`config.mk`:
```
export PLATFORM = sky130hd
export DESIGN_NAME = zrwt_core
export DESIGN_NICKNAME = d
export VERILOG_FILES = /design/src/rtl/zrwt_pkg.sv /design/src/rtl/zrwt_ready_sync.sv /design/src/rtl/zrwt_core.sv
export SDC_FILE = /design/constraint.sdc
export NUM_CORES = 1
export LEC_CHECK = 0
export BUFFER_PORTS_ARGS = -buffer_cell sky130_fd_sc_hd__buf_4
export CAP_MARGIN = 30
export CORE_MARGIN = 5
export CORE_UTILIZATION = 54
export CTS_CLUSTER_DIAMETER = 50
export DETAILED_ROUTE_END_ITERATION = 8
export PLACE_DENSITY = 0.83
export SLEW_MARGIN = 20
export SYNTH_ARGS = -nofsm -noshare
export SYNTH_HDL_FRONTEND = slang
export SYNTH_HIERARCHICAL = 1
export SYNTH_SLANG_ARGS = --single-unit
```
`constraint.sdc`:
```
create_clock -name core_clk -period 4.5 [get_ports core_clk]
set_input_delay 0 -clock core_clk [delete_from_list [all_inputs] [get_ports core_clk]]
set_output_delay 0 -clock core_clk [all_outputs]
set_load 0.005 [all_outputs]
```
`src/rtl/zrwt_pkg.sv`:
```
// package: zone read wait timing constants and types
package zrwt_pkg;
    // register map, word aligned byte offsets
    localparam logic [3:0] ZRWT_OFF_TIMING = 4'h0;
    localparam logic [3:0] ZRWT_OFF_CTRL = 4'h4;
    localparam logic [3:0] ZRWT_OFF_STATUS = 4'h8;
    // zone timing register fields
    localparam int ZRWT_SCALE_BIT = 22;
    localparam int ZRWT_RDYMODE_BIT = 15;
    localparam int ZRWT_RDYUSE_BIT = 14;
    localparam int ZRWT_LEAD_HI = 13;
    localparam int ZRWT_LEAD_LO = 12;
    localparam int ZRWT_ACT_HI = 11;
    localparam int ZRWT_ACT_LO = 9;
    localparam int ZRWT_TRAIL_HI = 8;
    localparam int ZRWT_TRAIL_LO = 7;
    // writable bits: scale, ready mode, ready use, lead, active, trail
    localparam logic [31:0] ZRWT_TIMING_MASK = 32'h0040_FF80;
    // scale=1, ready async=1, lead=11, active=111, trail=11
    localparam logic [31:0] ZRWT_TIMING_RESET = 32'h0040_BF80;
    // timing clock divider: one timing tick per (this value + 1) core cycles
    localparam logic [1:0] ZRWT_TICK_DIV_RESET = 2'h0;
    // counter width for phase lengths (max 1 + 2*7; the ready stretch is not counted)
    localparam int ZRWT_CNT_W = 5;
    localparam logic [4:0] ZRWT_CNT_ONE = 5'h01;
    // access sequencer states
    typedef enum logic [2:0] {
        ZRWT_IDLE,
        ZRWT_LEAD,
        ZRWT_ACTIVE,
        ZRWT_READY,
        ZRWT_TRAIL,
        ZRWT_DONE
    } zrwt_state_t;
endpackage : zrwt_pkg

```
`src/rtl/zrwt_ready_sync.sv`:
```
// ready input conditioner: two-stage synchroniser plus a direct path
`timescale 1ns/1ps
module zrwt_ready_sync
    import zrwt_pkg::*;
(
    // clock and reset
    input wire logic core_clk,
    input wire logic reset,
    // ready pin and mode
    input wire logic ext_ready_in,
    input wire logic ready_sample_async,
    // conditioned ready
    output logic ready_cond
);
    logic meta_reg;
    logic sync_reg;
    logic direct_reg;

    // async mode pays two cycles of latency to avoid metastability
    always_ff @(posedge core_clk or posedge reset) begin
        if (reset) begin
            meta_reg <= 1'b1;
            sync_reg <= 1'b1;
        end else begin
            meta_reg <= ext_ready_in;
            sync_reg <= meta_reg;
        end
    end

    // sync mode trusts the pin to meet setup, one register only
    always_ff @(posedge core_clk or posedge reset) begin
        if (reset) begin
            direct_reg <= 1'b1;
        end else begin
            direct_reg <= ext_ready_in;
        end
    end

    assign ready_cond = ready_sample_async ? sync_reg : direct_reg;
endmodule : zrwt_ready_sync

```
`src/rtl/zrwt_core.sv`:
```
// zone read timing sequencer with avalon-mm register slave
// Contract
// - ready-use 0: ignore ready input
// - ready-use 1: not-ready stretches active phase
// - lead field bits 13:12, doubled when scaled
// - lead codes 1/2/3, default 11 scaled
// - active wait field bits 11:9, doubled scaled
// - active phase is one plus waits
// - active codes 000=0, 001=1, 010=2
// - scale bit 22, resets to one
// - ready-mode bit 15 selects sampling, reset async
// - ready-use enable at bit 14
`timescale 1ns/1ps
module zrwt_core
    import zrwt_pkg::*;
(
    // clock and reset
    input wire logic core_clk,
    input wire logic reset,
    // avalon-mm slave
    input wire logic [3:0] avs_address,
    input wire logic avs_read,
    input wire logic avs_write,
    input wire logic [31:0] avs_writedata,
    output logic [31:0] avs_readdata,
    output logic avs_waitrequest,
    // access request from the core side
    input wire logic rd_req,
    output logic rd_done,
    // external memory side
    input wire logic ext_ready_in,
    output logic ext_rd_strobe_n,
    output logic ext_cs_n,
    output logic wait_timing_clk
);
    logic [31:0] timing_reg;
    logic [1:0] tick_div_reg;
    logic [1:0] div_cnt_reg;
    logic tick;
    logic ack_reg;
    logic [31:0] rdata_reg;
    zrwt_state_t state_reg;
    zrwt_state_t state_next;
    logic [ZRWT_CNT_W-1:0] cnt_reg;
    logic [ZRWT_CNT_W-1:0] cnt_next;
    logic ready_cond;
    logic wait_ext;
    logic scale;
    logic [1:0] lead_code;
    logic [2:0] act_code;
    logic [1:0] trail_code;
    logic [ZRWT_CNT_W-1:0] lead_len;
    logic [ZRWT_CNT_W-1:0] act_len;
    logic [ZRWT_CNT_W-1:0] trail_len;

    // field extraction from the timing register
    assign scale = timing_reg[ZRWT_SCALE_BIT];
    assign lead_code = timing_reg[ZRWT_LEAD_HI:ZRWT_LEAD_LO];
    assign act_code = timing_reg[ZRWT_ACT_HI:ZRWT_ACT_LO];
    assign trail_code = timing_reg[ZRWT_TRAIL_HI:ZRWT_TRAIL_LO];

    // phase lengths in timing ticks; scaling is a left shift
    assign lead_len = {2'b00, lead_code, 1'b0} >> (scale ? 0 : 1);
    assign act_len = ZRWT_CNT_ONE + ({1'b0, act_code, 1'b0} >> (scale ? 0 : 1));
    assign trail_len = {2'b00, trail_code, 1'b0} >> (scale ? 0 : 1);

    // ready pin conditioning, mode picked per zone
    zrwt_ready_sync u_ready (
        .core_clk(core_clk),
        .reset(reset),
        .ext_ready_in(ext_ready_in),
        .ready_sample_async(timing_reg[ZRWT_RDYMODE_BIT]),
        .ready_cond(ready_cond)
    );

    // ready only counts when enabled for the zone
    assign wait_ext = timing_reg[ZRWT_RDYUSE_BIT] & ~ready_cond;

    // timing clock divider; tick marks one timing-clock cycle
    always_ff @(posedge core_clk or posedge reset) begin
        if (reset) begin
            div_cnt_reg <= 2'h0;
        end else if (div_cnt_reg >= tick_div_reg) begin
            div_cnt_reg <= 2'h0;
        end else begin
            div_cnt_reg <= div_cnt_reg + 2'h1;
        end
    end
    assign tick = (div_cnt_reg >= tick_div_reg);

    // visible timing clock, high for one cycle, the cycle after each tick
    always_ff @(posedge core_clk or posedge reset) begin
        if (reset) begin
            wait_timing_clk <= 1'b0;
        end else begin
            wait_timing_clk <= tick;
        end
    end

    // register writes land on the edge that ends the acknowledged cycle, never earlier
    always_ff @(posedge core_clk or posedge reset) begin
        if (reset) begin
            timing_reg <= ZRWT_TIMING_RESET;
            tick_div_reg <= ZRWT_TICK_DIV_RESET;
        end else if (avs_write && ack_reg) begin
            if (avs_address == ZRWT_OFF_TIMING) begin
                timing_reg <= avs_writedata & ZRWT_TIMING_MASK;
            end else if (avs_address == ZRWT_OFF_CTRL) begin
                tick_div_reg <= avs_writedata[1:0];
            end
        end
    end

    // one wait state on every access, then ack
    always_ff @(posedge core_clk or posedge reset) begin
        if (reset) begin
            ack_reg <= 1'b0;
        end else begin
            ack_reg <= (avs_read || avs_write) && !ack_reg;
        end
    end
    assign avs_waitrequest = (avs_read || avs_write) && !ack_reg;

    // read data mux; unmapped offsets read zero
    always_ff @(posedge core_clk or posedge reset) begin
        if (reset) begin
            rdata_reg <= 32'h0000_0000;
        end else begin
            case (avs_address)
                ZRWT_OFF_TIMING: rdata_reg <= timing_reg;
                ZRWT_OFF_CTRL: rdata_reg <= {30'h0000_0000, tick_div_reg};
                ZRWT_OFF_STATUS: rdata_reg <= {24'h00_0000, cnt_reg, state_reg};
                default: rdata_reg <= 32'h0000_0000;
            endcase
        end
    end
    assign avs_readdata = rdata_reg;

    // phase sequencer; advances only on timing ticks, except DONE, which returns to IDLE on the next cycle
    always_comb begin
        state_next = state_reg;
        cnt_next = cnt_reg;
        case (state_reg)
            ZRWT_IDLE: begin
                if (rd_req && tick) begin
                    state_next = ZRWT_LEAD;
                    cnt_next = lead_len;
                end
            end
            ZRWT_LEAD: begin
                if (tick) begin
                    if (cnt_reg <= ZRWT_CNT_ONE) begin
                        state_next = ZRWT_ACTIVE;
                        cnt_next = act_len;
                    end else begin
                        cnt_next = cnt_reg - ZRWT_CNT_ONE;
                    end
                end
            end
            ZRWT_ACTIVE: begin
                if (tick) begin
                    if (cnt_reg <= ZRWT_CNT_ONE) begin
                        if (wait_ext) begin
                            state_next = ZRWT_READY;
                        end else if (trail_len == '0) begin
                            state_next = ZRWT_DONE;
                        end else begin
                            state_next = ZRWT_TRAIL;
                            cnt_next = trail_len;
                        end
                    end else begin
                        cnt_next = cnt_reg - ZRWT_CNT_ONE;
                    end
                end
            end
            ZRWT_READY: begin
                // stretch lasts while the device holds not-ready
                if (tick && !wait_ext) begin
                    if (trail_len == '0) begin
                        state_next = ZRWT_DONE;
                    end else begin
                        state_next = ZRWT_TRAIL;
                        cnt_next = trail_len;
                    end
                end
            end
            ZRWT_TRAIL: begin
                if (tick) begin
                    if (cnt_reg <= ZRWT_CNT_ONE) begin
                        state_next = ZRWT_DONE;
                    end else begin
                        cnt_next = cnt_reg - ZRWT_CNT_ONE;
                    end
                end
            end
            ZRWT_DONE: begin
                state_next = ZRWT_IDLE;
                cnt_next = '0;
            end
            default: begin
                state_next = ZRWT_IDLE;
                cnt_next = '0;
            end
        endcase
    end

    // sequencer state
    always_ff @(posedge core_clk or posedge reset) begin
        if (reset) begin
            state_reg <= ZRWT_IDLE;
            cnt_reg <= '0;
        end else begin
            state_reg <= state_next;
            cnt_reg <= cnt_next;
        end
    end

    // pin outputs from flip-flops
    always_ff @(posedge core_clk or posedge reset) begin
        if (reset) begin
            ext_cs_n <= 1'b1;
            ext_rd_strobe_n <= 1'b1;
        end else begin
            ext_cs_n <= !(state_next inside {ZRWT_LEAD, ZRWT_ACTIVE, ZRWT_READY,
                ZRWT_TRAIL});
            ext_rd_strobe_n <= !(state_next inside {ZRWT_ACTIVE, ZRWT_READY});
        end
    end
    assign rd_done = (state_reg == ZRWT_DONE);
endmodule : zrwt_core

```
==> results.cfg <==
[clocking]
h-tree-depth = 2
clkTransAtPathRegs_ns = 0.08
cts_buffer_depth = 2
clockRootBuffer = clkbuf_8
cts_inserted_buffers = 5
clock_latency_ns = 0.29
cts_tree = done
clock_sinks = 45

[timing]
finalHoldViolations = 0
relSlewSlack = 0.571
tns_ns = 0
worst_pin_slew_ns = 0.644
rsz0062_at_grt = no
setup_viol = 0
final_max_slew_viol_count = 0
fmax_mhz = 437
skew_ns = 0.00378
post-route-period-util = 0.508
holdWs_ns = 0.0484
finalCriticalPeriod_ns = 2.29

[global_routing]
grt.total_usage = 0.189
antenna_found_initial = 0
gr-total-overflow = 0
grt_pass1_wl_microns = 8090
grt_max_degree = 44
grt_pass1_vias = 1765

[route]
wl_per_cell_microns = 15.2
viasPerCell = 5.32
dr.max_layer_used = met4
drc_errors = 0
vias = 1765
finalWirelength_microns = 5030
wl_met3_microns = 357
wirelength_met1_microns = 2080
first_pass_iters = 4
initialDrtViolationCount = 92
wl_met2_microns = 2440
antenna_left = 0

[setup_path]
crit_path_end_kind = flop
cp.required_ns = 4.69
timing.rr.end = cnt_reg[3]$_DFFE_PP0P_
r2r-start = div_cnt_reg[0]$_DFF_PP0_
reg2regPathDepth = 8
r2r_setup_slack_ns = 2.21
startpoint_type = flop
crit_path_max_fanout = 13
crit_arrival_ns = 2.47
path_class = flop to flop

[placement]
io_buffers = 43
place_congestion = 0.875
dp_hpwl_microns = 3430

[power_and_ir_drop]
swShare = 0.379
p_leak_nw = 1.37
total_power_mw = 1.61
vdd_drop_max_mv = 0.328
p_sw_mw = 0.612
p_clk_frac = 0.192
p_int_mw = 1.00
combinationalPowerShare = 0.411
powerDensity_mw_per_mm2 = 555
pwr-share-seq = 0.397

[finish]
diodes = 0
layout-drive-gt1-share = 0.264
largest_reg_flops = 17
area_delta_synth_final_pct = 24.1
fin_util = 0.677
multi_input_area_sq_mm = 0.00106
register_area_sq_mm = 0.00114
finalNetCount = 326
fillers = 325

[synth]
ys_warn_count = 6
syn-cell-area_sq_mm = 0.00234
syn_inst = 222
synth_area_leader_cell = dfrtp_1
ys_types = 48
ys_seq_elements = 45
synth.avg_cell_area_sq_um = 10.6
synth_top_area_frac = 0.342
yosys-top-cells-area = dfrtp_1 (34%), dfstp_2 (15%), mux2_1 (5.3%)
seq_area_frac_synth = 0.487

[outcome]
status = finished clean

[floorplan]
row_count = 24
fp.dieH_microns = 75.9
die_w_microns = 75.9
initial_core_util = 0.546
core-area_sq_mm = 0.00429
dieArea_sq_mm = 0.00576
ios = 79

[worst_hold_path]
min_delay_worst_endpoint = state_reg[0]$_DFF_PP0_
hold_path_depth = 3
hold_class = input pin to flop
worstHoldStart = rd_req

[run]
cap_violations = 0
==> area by class of cell <==
cell class / count / share of cell area
sequential: 45 / 0.393
tap: 52 / 0.0224
timing repair buffer: 61 / 0.170
clock buffer: 7 / 0.0297
inverter: 8 / 0.0103
clock inverter: 1 / 0.0103
multi-input combinational: 158 / 0.364
==> cell families after synthesis <==
group                      Yosys count  share of synthesized area
DFF                                 45                      0.487
buffers and inverters               33                     0.0832
adders and majority gates            5                     0.0267
and+or+nand+nor                     72                      0.167
xor gates and xnor gates             6                     0.0224
muxes                               15                     0.0726
AOI/OAI and AO/OA                   45                      0.139
other                                1                    0.00160
==> Yosys cell counts (all sizes together) <==
cell type  instances
dfrtp             32
buf               22
nor2              16
and2              15
dfstp             13
mux2              13
a21oi             12
nand2              9
nor2b              9
inv                8
nand3              7
o21ai              7
xnor2              6
ha                 5
nand2b             5
o22ai              5
a22oi              3
clkbuf             3
nand4              3
nor3               3
o211ai             3
o31ai              3
a221oi             2
a32o               2
mux2i              2
a21o               1
a22o               1
a2bb2oi            1
a41oi              1
and3               1
conb               1
nand4b             1
nor3b              1
o21a               1
o21bai             1
o2bb2ai            1
o32a               1
or2                1
or3b               1
==> critical path: stages (launching register included) <==
cell	delay, ns
dfrtp_1	0.39
inv_1	0.05
ha_1	0.27
nand2b_1	0.10
a21o_1	0.36
a221oi_1	0.15
a22oi_2	0.44
o31ai_1	0.18
a32o_1	0.24
==> layer usage <==
layer | vias up | global-route usage
met5 | - | 0
met4 | 0 | 0.0854
met3 | 14 | 0.0449
met2 | 62 | 0.320
met1 | 839 | 0.228
li1 | 850 | -
==> how the worst max path moves through the flow <==
stage	start	end	depth (start not counted)
floorplan	timing_reg[22]$_DFFE_PP1P_	cnt_reg[2]$_DFFE_PP0P_	8
global placement	avs_address[1]	timing_reg[14]$_DFFE_PP0P_	5
detailed placement	avs_address[1]	timing_reg[14]$_DFFE_PP0P_	5
CTS	div_cnt_reg[0]$_DFF_PP0_	cnt_reg[3]$_DFFE_PP0P_	8
global route	div_cnt_reg[0]$_DFF_PP0_	cnt_reg[3]$_DFFE_PP0P_	8
finish	div_cnt_reg[0]$_DFF_PP0_	cnt_reg[3]$_DFFE_PP0P_	8
==> cell usage in the layout (no fill, tap or decap), types with 11 or more instances in the layout <==
cell	synthesis	routed
dfstp_2	13	13
conb_1	1	15
mux2_1	11	11
and2_1	14	14
dlygate4sd3_1	0	16
dfrtp_1	32	32
buf_4	15	44
a21oi_1	12	12
nor2_1	15	15
==> per-stage QoR <==
stage          instance area [sq um]  cells  setup WS (ns)
6_report                        2910    332           2.21
5_1_grt                         2910    332           2.07
4_1_cts                         2900    331           2.24
3_5_place_dp                    2630    307           2.26
3_3_place_gp                    2630    307           2.28
2_1_floorplan                   2400    236           2.55
==> power groups by stage <==
stage | Combinational [mW] | Sequential, mW | Clock, mW
CTS | 0.657 | 0.640 | 0.317
finish | 0.663 | 0.641 | 0.310
floorplan | 0.573 | 0.578 | 0
global route | 0.729 | 0.659 | 0.335
detailed placement | 0.642 | 0.648 | 0
global placement | 0.623 | 0.645 | 0
==> repair_timing <==
action | in CTS | in global routing
setup buffers | 0 | 0
resized for setup | 0 | 0
hold buffers | 16 | 0
hold endpoints to repair | 48 | 0
(Power assumes the default switching activity.)
